### config.mk
export PLATFORM = sky130hd
export DESIGN_NAME = ldp_dimming_top
export DESIGN_NICKNAME = d
export VERILOG_FILES = /design/src/ldp_pkg.sv /design/src/ldp_phase_gate.sv /design/src/ldp_dimming_top.sv
export VERILOG_INCLUDE_DIRS = /design/src /design/src/src
export SDC_FILE = /design/constraint.sdc
export NUM_CORES = 2
export LEC_CHECK = 0
export BUFFER_PORTS_ARGS = -buffer_cell sky130_fd_sc_hd__buf_2
export CAP_MARGIN = 20
export CORE_MARGIN = 5
export CORE_UTILIZATION = 60
export DETAILED_ROUTE_END_ITERATION = 8
export GPL_ROUTABILITY_DRIVEN = 0
export PLACE_DENSITY = 0.89
export SLEW_MARGIN = 40
export SYNTH_ARGS = -nofsm -noshare
export SYNTH_HDL_FRONTEND = slang
export SYNTH_SLANG_ARGS = --single-unit
### constraint.sdc
create_clock -name sys_clk -period 13.4 [get_ports sys_clk]
set_input_delay 0 -clock sys_clk [delete_from_list [all_inputs] [get_ports sys_clk]]
set_output_delay 0 -clock sys_clk [all_outputs]
set_load 0.01 [all_outputs]
### src/ldp_params.svh
`ifndef LDP_PARAMS_SVH
`define LDP_PARAMS_SVH

// system clock and internal dimming oscillator, in kHz
`define LDP_SYS_CLK_KHZ 50000
`define LDP_OSC_KHZ 20000
// 20 MHz tick from 50 MHz: add 2, wrap at 5
`define LDP_TICK_ADD 3'h2
`define LDP_TICK_MOD 3'h5

// external boost sync window, in kHz
`define LDP_SYNC_MIN_KHZ 100
`define LDP_SYNC_MAX_KHZ 2222
// shortest legal sync period rounds up, longest rounds down
`define LDP_SYNC_MIN_CYC ((`LDP_SYS_CLK_KHZ + `LDP_SYNC_MAX_KHZ - 1) / `LDP_SYNC_MAX_KHZ)
`define LDP_SYNC_MAX_CYC (`LDP_SYS_CLK_KHZ / `LDP_SYNC_MIN_KHZ)
`define LDP_SYNC_GOOD_EDGES 2'h2

// dimming period mask at the lowest frequency: 2^17 ticks, about 152 Hz
`define LDP_PERIOD_MASK_MAX 17'h1FFFF
// one third of 2^16, for 120 degree spacing
`define LDP_THIRD_Q16 17'h05556

// hybrid threshold 12.5 percent of full scale
`define LDP_HYB_THRESHOLD 16'h2000
`define LDP_HYB_LOW_SCALE 17'h02000
`define LDP_FULL_SCALE 17'h10000
`define LDP_FULL_DUTY 16'hFFFF

// spread spectrum decodes
`define LDP_DEV_00 8'h21
`define LDP_DEV_01 8'h2B
`define LDP_DEV_10 8'h35
`define LDP_DEV_11 8'h48
`define LDP_MOD_00 11'h0C8
`define LDP_MOD_01 11'h1F4
`define LDP_MOD_10 11'h320
`define LDP_MOD_11 11'h4B0

// i2c target addresses
`define LDP_ADDR_LOW 7'h3B
`define LDP_ADDR_HIGH 7'h3A

`endif

### src/ldp_pkg.sv
package ldp_pkg;

	typedef enum logic [1:0] {
		LDP_ST_CAPTURE = 2'b01,
		LDP_ST_RUN = 2'b10
	} ldp_state_t;

	typedef enum logic [1:0] {
		LDP_MODE_PHASE = 2'h0,
		LDP_MODE_HYBRID = 2'h1,
		LDP_MODE_CURRENT = 2'h2,
		LDP_MODE_DIRECT = 2'h3
	} ldp_mode_t;

	typedef struct packed {
		ldp_state_t st;
		logic [2:0] cfg;
		logic [2:0] fsel;
		logic [2:0] mode_code;
		logic [2:0] frac;
		logic [16:0] pcnt;
		logic [3:0] frame;
		logic pin_d;
		logic [16:0] hi_cnt;
		logic [16:0] per_cnt;
		logic div_busy;
		logic [4:0] div_cnt;
		logic [16:0] div_per;
		logic [17:0] div_rem;
		logic [15:0] div_q;
		logic [15:0] pin_brt;
		logic [15:0] brt_cur;
		logic [7:0] slope_cnt;
		logic [17:0] width;
		logic [16:0] ana;
		logic [3:0] led;
		logic [11:0] cur1;
		logic [11:0] cur2;
		logic [11:0] cur3;
		logic [11:0] cur4;
		logic sync_d;
		logic [9:0] sync_cnt;
		logic [1:0] sync_good;
	} ldp_state_s_t;

endpackage

### src/ldp_phase_gate.sv
`timescale 1ns/10ps
// one channel window: on while the phase-shifted count is below the width
module ldp_phase_gate (
	input wire logic [16:0] count,
	input wire logic [16:0] mask,
	input wire logic [16:0] offset,
	input wire logic [17:0] width,
	input wire logic active,
	output logic on
);
	logic [16:0] shifted;

	always_comb begin
		shifted = (count - offset) & mask;
		on = active && ({1'b0, shifted} < width);
	end
endmodule

### src/ldp_dimming_top.sv
`timescale 1ns/10ps
`include "ldp_params.svh"

module ldp_dimming_top (
	input wire logic sys_clk,
	input wire logic srst,
	input wire logic shutdown,
	input wire logic [2:0] string_config_resistor,
	input wire logic [2:0] dimming_frequency_resistor,
	input wire logic [2:0] dimming_mode_resistor,
	input wire logic pwm_in,
	input wire logic brightness_source_select,
	input wire logic [15:0] display_brightness_level,
	input wire logic [2:0] slope_select,
	input wire logic [2:0] dither_select,
	input wire logic hybrid_threshold_zero,
	input wire logic [11:0] string_current_code_one,
	input wire logic [11:0] string_current_code_two,
	input wire logic [11:0] string_current_code_three,
	input wire logic [11:0] string_current_code_four,
	input wire logic boost_sync_input,
	input wire logic [1:0] spread_deviation,
	input wire logic [1:0] spread_modulation_rate,
	output logic led_sink_output_one,
	output logic led_sink_output_two,
	output logic led_sink_output_three,
	output logic led_sink_output_four,
	output logic [11:0] string_current_level_one,
	output logic [11:0] string_current_level_two,
	output logic [11:0] string_current_level_three,
	output logic [11:0] string_current_level_four,
	output logic [15:0] brightness_level,
	output logic [1:0] dimming_mode,
	output logic [6:0] i2c_target_address,
	output logic config_latched,
	output logic boost_ext_sync,
	output logic spread_enable,
	output logic [7:0] spread_deviation_permille,
	output logic [10:0] spread_modulation_hz
);
	localparam logic [9:0] SYNC_MIN = 10'(`LDP_SYNC_MIN_CYC);
	localparam logic [9:0] SYNC_MAX = 10'(`LDP_SYNC_MAX_CYC);

	ldp_pkg::ldp_state_s_t s_reg;
	ldp_pkg::ldp_state_s_t s_next;

	logic tick;
	logic wrap;
	logic [16:0] mask;
	logic [1:0] ngroups_m1;
	logic [1:0] grp [4];
	logic [3:0] act;
	logic [16:0] offs [4];
	logic [3:0] gate_on;
	logic [15:0] target;
	logic [15:0] duty;
	logic [16:0] ana;
	logic [17:0] rem_sh;
	logic [3:0] dmask;
	logic [3:0] rev;
	logic [16:0] dropped;
	logic [17:0] w;

	// window length in ticks for a 16-bit duty at the strapped rate
	function automatic logic [17:0] scale_width(input logic [15:0] d, input logic [2:0] fs);
		scale_width = {1'b0, d, 1'b0} >> fs;
	endfunction

	// start of group k within a period of mask+1 ticks
	function automatic logic [16:0] phase_offset(input logic [1:0] k, input logic [1:0] nm1, input logic [16:0] m);
		logic [33:0] prod;
		prod = 34'({1'b0, m} + 18'h1) * 34'(`LDP_THIRD_Q16);
		unique case (nm1)
			2'h3: phase_offset = 17'((18'({1'b0, m} + 18'h1) >> 2) * k);
			2'h2: phase_offset = 17'(prod[32:16] * k);
			2'h1: phase_offset = 17'((18'({1'b0, m} + 18'h1) >> 1) * k);
			2'h0: phase_offset = 17'h0;
		endcase
	endfunction

	// code times analog scale, full scale is 2^16
	function automatic logic [11:0] scale_current(input logic [11:0] code, input logic [16:0] a);
		logic [28:0] p;
		p = 29'(code) * 29'(a);
		scale_current = p[27:16];
	endfunction

	for (genvar i = 0; i < 4; i++) begin : g_ch
		ldp_phase_gate u_gate (
			.count(s_reg.pcnt),
			.mask(mask),
			.offset(offs[i]),
			.width(s_reg.width),
			.active(act[i]),
			.on(gate_on[i])
		);
	end

	always_comb begin
		s_next = s_reg;
		tick = ({1'b0, s_reg.frac} + 4'(`LDP_TICK_ADD)) >= 4'(`LDP_TICK_MOD);
		s_next.frac = tick ? 3'(s_reg.frac + `LDP_TICK_ADD - `LDP_TICK_MOD) : 3'(s_reg.frac + `LDP_TICK_ADD);
		mask = `LDP_PERIOD_MASK_MAX >> s_reg.fsel;
		wrap = tick && (s_reg.pcnt == mask);

		// strap capture, held until shutdown
		unique case (s_reg.st)
			ldp_pkg::LDP_ST_CAPTURE: begin
				if (!shutdown) begin
					s_next.cfg = (string_config_resistor > 3'h4) ? 3'h0 : string_config_resistor;
					s_next.fsel = dimming_frequency_resistor;
					s_next.mode_code = dimming_mode_resistor;
					s_next.pcnt = 17'h0;
					s_next.st = ldp_pkg::LDP_ST_RUN;
				end
			end
			ldp_pkg::LDP_ST_RUN: begin
				if (shutdown) begin
					s_next.st = ldp_pkg::LDP_ST_CAPTURE;
				end
			end
		endcase

		// grouping and phase order per latched configuration
		act = 4'hF;
		grp[0] = 2'h0;
		grp[1] = 2'h1;
		grp[2] = 2'h2;
		grp[3] = 2'h3;
		ngroups_m1 = 2'h3;
		unique case (s_reg.cfg)
			3'h1: begin
				act = 4'h7;
				ngroups_m1 = 2'h2;
			end
			3'h2: begin
				act = 4'h3;
				ngroups_m1 = 2'h1;
			end
			3'h3: begin
				grp[1] = 2'h0;
				grp[2] = 2'h1;
				grp[3] = 2'h1;
				ngroups_m1 = 2'h1;
			end
			3'h4: begin
				grp[1] = 2'h0;
				grp[2] = 2'h0;
				grp[3] = 2'h0;
				ngroups_m1 = 2'h0;
			end
			default: begin
			end
		endcase
		if (s_reg.st != ldp_pkg::LDP_ST_RUN) begin
			act = 4'h0;
		end
		for (int i = 0; i < 4; i++) begin
			offs[i] = phase_offset(grp[i], ngroups_m1, mask);
		end

		// input duty measurement on the 20 MHz tick, period independent of output
		if (tick) begin
			s_next.pin_d = pwm_in;
			s_next.per_cnt = (s_reg.per_cnt == `LDP_PERIOD_MASK_MAX) ? s_reg.per_cnt : 17'(s_reg.per_cnt + 17'h1);
			if (pwm_in && s_reg.hi_cnt != `LDP_PERIOD_MASK_MAX) begin
				s_next.hi_cnt = 17'(s_reg.hi_cnt + 17'h1);
			end
			if (pwm_in && !s_reg.pin_d) begin
				s_next.per_cnt = 17'h1;
				s_next.hi_cnt = 17'h1;
				if (!s_reg.div_busy && s_reg.per_cnt != 17'h0) begin
					s_next.div_busy = 1'b1;
					s_next.div_cnt = 5'h10;
					s_next.div_per = s_reg.per_cnt;
					s_next.div_rem = {1'b0, s_reg.hi_cnt};
					s_next.div_q = 16'h0;
				end
			end else if (s_reg.per_cnt == `LDP_PERIOD_MASK_MAX) begin
				s_next.pin_brt = pwm_in ? `LDP_FULL_DUTY : 16'h0;
			end
		end
		// serial divide: high time over period
		rem_sh = {s_reg.div_rem[16:0], 1'b0};
		if (s_reg.div_busy) begin
			if ({1'b0, s_reg.div_rem[16:0]} >= {1'b0, s_reg.div_per}) begin
				s_next.pin_brt = `LDP_FULL_DUTY;
				s_next.div_busy = 1'b0;
			end else if (s_reg.div_cnt == 5'h0) begin
				s_next.pin_brt = s_reg.div_q;
				s_next.div_busy = 1'b0;
			end else begin
				s_next.div_cnt = 5'(s_reg.div_cnt - 5'h1);
				if (rem_sh >= {1'b0, s_reg.div_per}) begin
					s_next.div_rem = 18'(rem_sh - {1'b0, s_reg.div_per});
					s_next.div_q = {s_reg.div_q[14:0], 1'b1};
				end else begin
					s_next.div_rem = rem_sh;
					s_next.div_q = {s_reg.div_q[14:0], 1'b0};
				end
			end
		end

		// source select and slope stage
		target = brightness_source_select ? display_brightness_level : s_reg.pin_brt;
		if (slope_select == 3'h0) begin
			s_next.brt_cur = target;
		end else if (tick) begin
			s_next.slope_cnt = 8'(s_reg.slope_cnt + 8'h1);
			if (s_reg.slope_cnt >= (8'h1 << slope_select)) begin
				s_next.slope_cnt = 8'h0;
				if (s_reg.brt_cur < target) begin
					s_next.brt_cur = 16'(s_reg.brt_cur + 16'h1);
				end else if (s_reg.brt_cur > target) begin
					s_next.brt_cur = 16'(s_reg.brt_cur - 16'h1);
				end
			end
		end

		// split brightness between pulse width and analog scale
		duty = s_reg.brt_cur;
		ana = `LDP_FULL_SCALE;
		unique case (ldp_pkg::ldp_mode_t'(s_reg.mode_code[1:0]))
			ldp_pkg::LDP_MODE_PHASE: begin
			end
			ldp_pkg::LDP_MODE_HYBRID: begin
				if (!hybrid_threshold_zero && s_reg.brt_cur < `LDP_HYB_THRESHOLD) begin
					duty = {s_reg.brt_cur[12:0], 3'h0};
					ana = `LDP_HYB_LOW_SCALE;
				end else begin
					duty = `LDP_FULL_DUTY;
					ana = (s_reg.brt_cur == `LDP_FULL_DUTY) ? `LDP_FULL_SCALE : {1'b0, s_reg.brt_cur};
				end
			end
			ldp_pkg::LDP_MODE_CURRENT, ldp_pkg::LDP_MODE_DIRECT: begin
				duty = `LDP_FULL_DUTY;
				if (s_reg.mode_code[1:0] == 2'h2) begin
					ana = (s_reg.brt_cur == `LDP_FULL_DUTY) ? `LDP_FULL_SCALE : {1'b0, s_reg.brt_cur};
				end
			end
		endcase

		// dither: spread the truncated bits over up to 16 periods
		// low dither_select bits set, codes above 4 use all four
		dmask = 4'(~(5'h1F << dither_select));
		dmask = {dmask[0], dmask[1], dmask[2], dmask[3]};
		rev = {s_reg.frame[0], s_reg.frame[1], s_reg.frame[2], s_reg.frame[3]};
		dropped = 17'({duty, 1'b0} << (5'h11 - {2'h0, s_reg.fsel}));
		w = scale_width(duty, s_reg.fsel);
		if (duty == `LDP_FULL_DUTY) begin
			w = 18'({1'b0, mask} + 18'h1);
		end else if ((rev & dmask) < (dropped[16:13] & dmask)) begin
			w = 18'(w + 18'h1);
		end

		// free-running period counter from the oscillator tick
		if (tick && s_reg.st == ldp_pkg::LDP_ST_RUN) begin
			s_next.pcnt = wrap ? 17'h0 : 17'(s_reg.pcnt + 17'h1);
			if (wrap) begin
				s_next.frame = 4'(s_reg.frame + 4'h1);
				s_next.width = w;
				s_next.ana = ana;
			end
		end

		if (s_reg.mode_code[1:0] == 2'h3) begin
			s_next.led = act & {4{pwm_in}};
		end else begin
			s_next.led = gate_on;
		end
		s_next.cur1 = act[0] ? scale_current(string_current_code_one, s_reg.ana) : 12'h0;
		s_next.cur2 = act[1] ? scale_current(string_current_code_two, s_reg.ana) : 12'h0;
		s_next.cur3 = act[2] ? scale_current(string_current_code_three, s_reg.ana) : 12'h0;
		s_next.cur4 = act[3] ? scale_current(string_current_code_four, s_reg.ana) : 12'h0;

		// boost sync clock detection in system cycles
		s_next.sync_d = boost_sync_input;
		if (s_reg.sync_cnt <= SYNC_MAX) begin
			s_next.sync_cnt = 10'(s_reg.sync_cnt + 10'h1);
		end else begin
			s_next.sync_good = 2'h0;
		end
		if (boost_sync_input && !s_reg.sync_d) begin
			s_next.sync_cnt = 10'h1;
			if (s_reg.sync_cnt >= SYNC_MIN && s_reg.sync_cnt <= SYNC_MAX) begin
				if (s_reg.sync_good != `LDP_SYNC_GOOD_EDGES) begin
					s_next.sync_good = 2'(s_reg.sync_good + 2'h1);
				end
			end else begin
				s_next.sync_good = 2'h0;
			end
		end
	end

	always_ff @(posedge sys_clk) begin
		if (srst) begin
			s_reg <= '0;
			s_reg.st <= ldp_pkg::LDP_ST_CAPTURE;
			s_reg.ana <= `LDP_FULL_SCALE;
		end else begin
			s_reg <= s_next;
		end
	end

	assign led_sink_output_one = s_reg.led[0];
	assign led_sink_output_two = s_reg.led[1];
	assign led_sink_output_three = s_reg.led[2];
	assign led_sink_output_four = s_reg.led[3];
	assign string_current_level_one = s_reg.cur1;
	assign string_current_level_two = s_reg.cur2;
	assign string_current_level_three = s_reg.cur3;
	assign string_current_level_four = s_reg.cur4;
	assign brightness_level = s_reg.brt_cur;
	assign dimming_mode = s_reg.mode_code[1:0];
	assign i2c_target_address = s_reg.mode_code[2] ? `LDP_ADDR_HIGH : `LDP_ADDR_LOW;
	assign config_latched = (s_reg.st == ldp_pkg::LDP_ST_RUN);
	assign boost_ext_sync = (s_reg.sync_good == `LDP_SYNC_GOOD_EDGES);
	assign spread_enable = !boost_ext_sync && s_reg.sync_d;

	always_comb begin
		unique case (spread_deviation)
			2'h0: spread_deviation_permille = `LDP_DEV_00;
			2'h1: spread_deviation_permille = `LDP_DEV_01;
			2'h2: spread_deviation_permille = `LDP_DEV_10;
			2'h3: spread_deviation_permille = `LDP_DEV_11;
		endcase
		unique case (spread_modulation_rate)
			2'h0: spread_modulation_hz = `LDP_MOD_00;
			2'h1: spread_modulation_hz = `LDP_MOD_01;
			2'h2: spread_modulation_hz = `LDP_MOD_10;
			2'h3: spread_modulation_hz = `LDP_MOD_11;
		endcase
	end
endmodule

* After elaboration in Yosys (flattened, before gate mapping)
Index checks and enable logic that the tools add are counted.
** Cells by class
- Add/subtract/negate cells :: 22
- Multiply operators :: 14
- Order comparisons :: 15
- Eq/ne operators :: 30
- Shifts and indexed selects :: 5
- Multiplexer cells :: 60
- Bitwise logic cells :: 14
- Reduce and logical (&&, ||, !) cells :: 47
** Operator list (number)
- 17-bit one-hot mux with 4 select lines :: 3
- 16-bit 2-to-1 mux :: 10
- 17-bit 2-to-1 mux :: 9
- 12-bit by 17-bit multiplier with 28-bit output :: 4
- 17-bit by 2-bit multiplier with 17-bit output :: 6
- 34-bit 2-to-1 mux :: 3
- 91-bit 2-to-1 mux :: 1
- 73-bit 2-to-1 mux :: 1
- 17-bit by 18-bit < comparator with 1-bit output :: 4
- 17-bit bitwise AND :: 4
- 17-bit subtractor :: 4
- 57-bit 2-to-1 mux :: 1
- 17-bit by 1-bit adder with 17-bit output (second input constant) :: 3
- 16-bit by 2-bit multiplier with 17-bit output :: 3
- 50-bit 2-to-1 mux :: 1
- 24-bit 2-to-1 mux :: 2
- 11-bit one-hot mux with 4 select lines :: 1
- 17-bit by 1-bit adder with 18-bit output (second input constant) :: 2
- 18-bit 2-to-1 mux :: 2
- 17-bit one-hot mux with 2 select lines :: 1
- 16-bit equality test (second input constant) :: 2
- 18-bit by 14-bit multiplier with 32-bit output (second input constant) :: 1
- 16-bit one-hot mux with 2 select lines :: 1
- 8-bit one-hot mux with 4 select lines :: 1
- 66 further kinds :: 137
** Word-level totals
- Register bits :: 267
- Bits of input ports :: 90
- Output and inout port bits :: 99
- Logic and storage cells :: 236

* Longest topological paths before layout
- Word-level depth :: 11
- Depth in mapped cells :: 52
- Depth with buffers taken out :: 49

* Cells and area by module
Synthesis repeated with hierarchy kept, for this count alone.
** Unflattened totals
- Cells, all modules :: 5989
- Area, all modules :: 48645.4 µm²
** By module, submodules not included
- ldp_dimming_top :: instances 1, cells each 5149, area an instance 42939.9 µm², seq. area each 5325.1 µm²
- ldp_phase_gate :: instances 4, cells each 210, area an instance 1426.4 µm², seq. area each 0.0 µm²

* Worst setup path after synthesis
Ideal clock, no wire load.
- Path kind :: register to register
- Start :: register s_reg[260] (netlist name)
- End :: register s_reg, in the netlist led_sink_output_three
- Setup time :: 0.074 ns
- Data arrival time :: 9.653 ns
- Data required time :: 13.326 ns
- Setup slack :: 3.673 ns
- Stages on the path, launching flop included :: 46
- Buffers on the path :: 2
- Period minus slack after synthesis :: 9.727 ns
- Cell sequence :: dfxtp_1 > buf_2 > clkinv_1 > clkbuf_1 > ha_1 > ha_1 > nand3_1 > inv_1 > ha_1 > ha_1 > fa_1 > inv_1 > fa_1 > inv_1 > ha_1 > ha_1 > ha_1 > a21o_1 > [... 10 more ...] > o21ai_0 > xor2_1 > o21ai_0 > o311a_1 > a221o_1 > ha_1 > and3_1 > a211o_1 > a21oi_1 > xnor2_1 > xnor2_1 > nor2_1 > ha_1 > a21oi_1 > o21ai_0 > nor2_1 > nand3_1 > o21ai_0
** On the way
- Word-level cells in the longest chain between the ends :: 10
- Elaborated cells between the ends (all ways) :: 13
- Those cells by class :: 3 x add/sub; 4 x mul; 1 x order compare; 1 x shift; 2 x mux; 1 x bitwise; 1 x reduce/logical
** RTL lines
- start, declared :: line ldp_dimming_top.sv:44 : ldp_pkg::ldp_state_s_t s_reg;
- start signal, assigned :: line ldp_dimming_top.sv:301 : s_reg <= s_next;
- 17-bit by 3-bit >> shifter with 17-bit output (no source line) (*)
- 17-bit by 1-bit adder with 18-bit output :: line ldp_dimming_top.sv:72, ldp_dimming_top.sv:74, ldp_dimming_top.sv:76
- 18-bit by 14-bit multiplier with 32-bit output :: line ldp_dimming_top.sv:72 : prod = 34'({1'b0, m} + 18'h1) * 34'(`LDP_THIRD_Q16);
- 17-bit by 2-bit multiplier with 17-bit output :: line ldp_dimming_top.sv:75 : 2'h2: phase_offset = 17'(prod[32:16] * k);
- 17-bit one-hot mux with 4 select lines :: line ldp_dimming_top.sv:73 : unique case (nm1)
- 17-bit subtractor :: line ldp_phase_gate.sv:14 : shifted = (count - offset) & mask;
- 17-bit bitwise AND (*) :: line ldp_phase_gate.sv:14
- 17-bit by 18-bit < comparator with 1-bit output (*) :: line ldp_phase_gate.sv:15 : on = active && ({1'b0, shifted} < width);
- 1-bit logical AND (*) :: line ldp_phase_gate.sv:15
- 4-bit 2-to-1 mux (*) :: line ldp_dimming_top.sv:266 : if (s_reg.mode_code[1:0] == 2'h3) begin
Every way passes the cells marked *; elsewhere a longest branch is shown, timed or not.
A chain may end at the register's enable or synchronous reset.

* Final worst setup path
Ends and elaborated chain as after synthesis.

==> results.txt <==
----------------------------------------------------
[Run status]
  Result of the run ... completed

[Floorplan]
  Overall die area ... 0.0832 mm²
  Initial cell density of the core ... 60.3%
  Core region area ... 0.0772 mm²
  DIE HEIGHT ... 288 µm
  Number of placed I/O pins ... 189
  Placement Rows ... 102
  Floorplan die width ... about 290 µm

[STA]
  Period utilisation layout ... 82.7%
  Fin crit period ... 11.08 ns
  Setup violations, final ... 0
  Worst slew margin ... between 40% and 50%
  Final Max Tran Viols ... 0
  Slew of the pin with the lowest slew margin ... 0.887 ns
  Final hold violation count ... 0
  Highest clock frequency the design can meet ... 90.3 MHz
  Final-layout setup total negative slack ... 0 ns
  Clock skew after layout ... 0.0246 ns
  Setup repair after global routing missed its margin ... false

[Critical path]
  Critical path start-end classification ... reg2reg
  R2r worst-path depth ... 45
  Arrival time of the worst setup path ... 11.62 ns
  Required @ worst endpoint ... 13.95 ns
  Most used cell, CP ... sky130_fd_sc_hd__ha_1
  Endpoint class of the critical path ... flip-flop
  Stage delay of the slowest cell on the critical path ... 0.56 ns
  Slowest cell on crit path ... sky130_fd_sc_hd__fa_1
  Peak fanout along the critical path ... 29
  Startpoint of the worst-slack reg-to-reg timing path ... s_reg[260]
  Worst flop-to-flop path endpoint ... led_sink_output_three
  Nature of the critical path startpoint ... flip-flop
  Worst setup slack for register-to-register paths ... 2.32 ns

[Synth]
  Post-synth EDFFs ... 0
  Register area share after synthesis ... 11.4%
  Most frequently used flop master after synthesis ... sky130_fd_sc_hd__dfxtp_1
  Fraction of registers with async set or reset after synthesis ... 0%
  Flip-flop and latch count after synthesis ... 266
  Count of unique library cells instantiated by Yosys ... 95
  Post-Syn Area per Cell ... 8.26 µm²
  Netlist area before placement ... 0.0465 mm²
  Area fraction of the dominant cell type after synthesis ... 26.7%
  Yosys warns ... 0
  Top cells by area, synth ... sky130_fd_sc_hd__fa_1, sky130_fd_sc_hd__ha_1, sky130_fd_sc_hd__dfxtp_1
  Post-synthesis cell type with the largest combined area ... sky130_fd_sc_hd__fa_1
  Count of mapped cells out of synthesis ... 5636

[Routing]
  WL/cell ... around 19 µm
  Wire length on met3 ... around 13000 µm
  Iteration-0 DRC Markers ... between 3000 and 4000
  Post-route antenna net violation count ... 0
  Highest metal layer with signal wires ... met5
  Overall routed net length ... 124000 µm
  WL met1 ... about 46000 µm
  Vias post-DR ... 40396
  Total DRC errors in the routed layout ... 0
  Drt pass-1 iters ... 6
  Post-detailed-route via-to-cell ratio ... 6.07
  Sum of met2 wire segment lengths after detailed routing ... 59000 µm

[Global routing]
  GRT Resource Usage Total ... 29.6%
  Number of global-route vias before repair ... 41537
  Pin count of the biggest net entering global routing ... around 60
  Overall overflow remaining after global route ... 0
  Initial antenna violation count ... 15
  Global-route wire length before repair ... 204000 µm

[Power and ir drop]
  IR drop worst, VDD ... 0.000121 V
  Pwr Density ... 78.6 mW/mm²
  Leak pwr ... 0.0228 µW

[Placed design]
  Quantity of I/O buffers inserted on ports ... 179
  HPWL after detailed placement ... 92300 µm

[Worst hold path]
  Hold Startpoint ... display_brightness_level[10]
  Tightest Hold Check Type ... in2reg
  Hold-critical path endpoint ... brightness_level[10]
  Count of cells along the worst hold path ... 5

[Clock network]
  Sinks on Clock Net ... between 200 and 300
  Clock tree from TritonCTS ... done
  Clock slew at the register clock pins of the worst setup and hold paths ... about 0.070 ns
  Deepest level of the CTS H-tree ... 1
  Total setup buffers inserted after CTS ... 0
  CTS root buf ... sky130_fd_sc_hd__clkbuf_16
  Clock buffer depth ... 3
  TritonCTS buffer count ... 31
  Clock network latency to the later pin of the worst-skew pair ... approximately 0.63 ns

[Final layout]
  Fillers ... a little over 6000
  Total number of nets in the final design ... about 6900
  Sequential cell area ... 0.00535 mm²
  Area Overhead vs Synth ... 5.21%
  Core occupancy in the finished layout ... 63.4%
  Ratio of cells with drive above 1 in the final layout ... 6.62%
  Max reg flops ... 175
  Multi-input combinational cell area ... 0.0367 mm²

[Job]
  Reported max-cap violation count ... 0

----------------------------------------------------
## synth_stat cells (8+ instances only)
library cell,n
sky130_fd_sc_hd__nand2_1,861
sky130_fd_sc_hd__inv_1,769
sky130_fd_sc_hd__fa_1,621
sky130_fd_sc_hd__ha_1,574
sky130_fd_sc_hd__nor2_1,359
sky130_fd_sc_hd__a21oi_1,281
sky130_fd_sc_hd__dfxtp_1,266
sky130_fd_sc_hd__clkbuf_1,259
sky130_fd_sc_hd__and2_1,256
sky130_fd_sc_hd__o21ai_0,175
sky130_fd_sc_hd__xnor2_1,127
sky130_fd_sc_hd__nand3_1,103
sky130_fd_sc_hd__xor2_1,88
sky130_fd_sc_hd__buf_4,81
sky130_fd_sc_hd__a21o_1,72
sky130_fd_sc_hd__nor3_1,72
sky130_fd_sc_hd__and3_1,39
sky130_fd_sc_hd__o21a_1,39
sky130_fd_sc_hd__a211oi_1,37
sky130_fd_sc_hd__nor2b_1,37
sky130_fd_sc_hd__nand2b_1,36
sky130_fd_sc_hd__mux2i_1,35
sky130_fd_sc_hd__nand4_1,31
sky130_fd_sc_hd__or3_1,31
sky130_fd_sc_hd__a31oi_1,26
sky130_fd_sc_hd__a311oi_1,18
sky130_fd_sc_hd__a22oi_1,17
sky130_fd_sc_hd__o21bai_1,17
sky130_fd_sc_hd__or2_2,16
sky130_fd_sc_hd__nor4_1,14
sky130_fd_sc_hd__o211a_1,14
sky130_fd_sc_hd__o22ai_1,14
sky130_fd_sc_hd__a21boi_0,13
sky130_fd_sc_hd__nand3b_1,13
sky130_fd_sc_hd__buf_1,12
sky130_fd_sc_hd__nor3b_1,12
sky130_fd_sc_hd__o211ai_1,12
sky130_fd_sc_hd__mux4_2,10
sky130_fd_sc_hd__o221ai_1,10
sky130_fd_sc_hd__a211o_1,9
sky130_fd_sc_hd__o311a_1,9
sky130_fd_sc_hd__a221o_1,8
sky130_fd_sc_hd__a41oi_1,8
## critical path: cells and delay by family, from the launching register on
kind | cells | cell delay (ns)
AOI/OAI and AO/OA | 16 | 3.14
xor gates and xnor gates | 4 | 0.81
adders and majority gates | 12 | 4.41
buffers and inverters | 6 | 1.38
DFF | 1 | 0.31
and+or+nand+nor | 7 | 0.95
## per-layer routing
metal	up-vias	GRT usage [%]
met5	-	0
met2	2178	49.8
met1	19589	36.2
met3	517	6.59
li1	18106	-
met4	6	13.9
## what timing repair did
item,in CTS,in global routing
resized for setup,0,0
hold buffers,36,0
hold endpoints to repair,86,0
## cell families after synthesis
family | after synthesis | synth area share (%)
and+or+nand+nor | 1912 | 19.0
adders and majority gates | 1195 | 42.2
buffers and inverters | 1134 | 9.87
AOI/OAI and AO/OA | 863 | 12.1
DFF | 266 | 11.4
xor gates and xnor gates | 215 | 4.05
muxes | 49 | 1.33
other | 2 | 0.0161
## final cells by class
class	count	area share [%]
multi-input combinational	4245	75.0
timing repair buffer	259	3.25
antenna	14	0.0716
clock buffer	41	1.74
clock inverter	17	0.475
inverter	774	5.93
sequential	266	10.9
tap	1040	2.66
## metrics by stage
| step | hold slack, ns | std cells | area [µm²] | setup WS (ns) | power (µW) |
|---|---|---|---|---|---|
| floorplan | 0.0464 | 5645 | 46600 | 3.67 | 2450 |
| CTS | 0.00869 | 6642 | 48900 | 2.16 | 3810 |
| global route | 0.0695 | 6651 | 48900 | 1.54 | 4110 |
| global placement | 0.221 | 6548 | 47400 | 2.55 | 2800 |
| detailed placement | 0.236 | 6548 | 47500 | 2.24 | 2870 |
| finish | 0.0532 | 6656 | 49000 | 2.32 | 3850 |
## where the power goes
part | switching (µW) | internal, µW
Sequential | 88.0 | 834
Clock | 385 | 531
Combinational | 1180 | 828
Total | 1660 | 2190
## worst max-delay path by stage
| stage | start | endpoint | slack, ns | cells after the start |
|---|---|---|---|---|
| after floorplan | s_reg[260] | led_sink_output_three | 3.67 | 45 |
| after global placement | s_reg[259] | led_sink_output_three | 2.55 | 45 |
| after detailed placement | s_reg[259] | led_sink_output_three | 2.24 | 45 |
| after CTS | s_reg[259] | led_sink_output_three | 2.16 | 45 |
| after global routing | s_reg[260] | led_sink_output_three | 1.54 | 45 |
| final | s_reg[260] | led_sink_output_three | 2.32 | 45 |
## cells in the final DEF (no fill, tap or decap), drive strengths merged, types with 39 or more instances in the layout
cell type / synthesis / final
and3: 39 / 39
nand2: 862 / 862
o21a: 39 / 39
nor3: 73 / 73
a21oi: 282 / 282
nor2: 359 / 359
xor2: 88 / 88
dfxtp: 266 / 266
xnor2: 127 / 127
nand3: 104 / 104
buf: 100 / 223
o21ai: 179 / 179
clkbuf: 260 / 41
a21o: 72 / 72
and2: 256 / 256
inv: 770 / 775
ha: 574 / 574
fa: 621 / 621
Power figures use the tool's default switching activity.
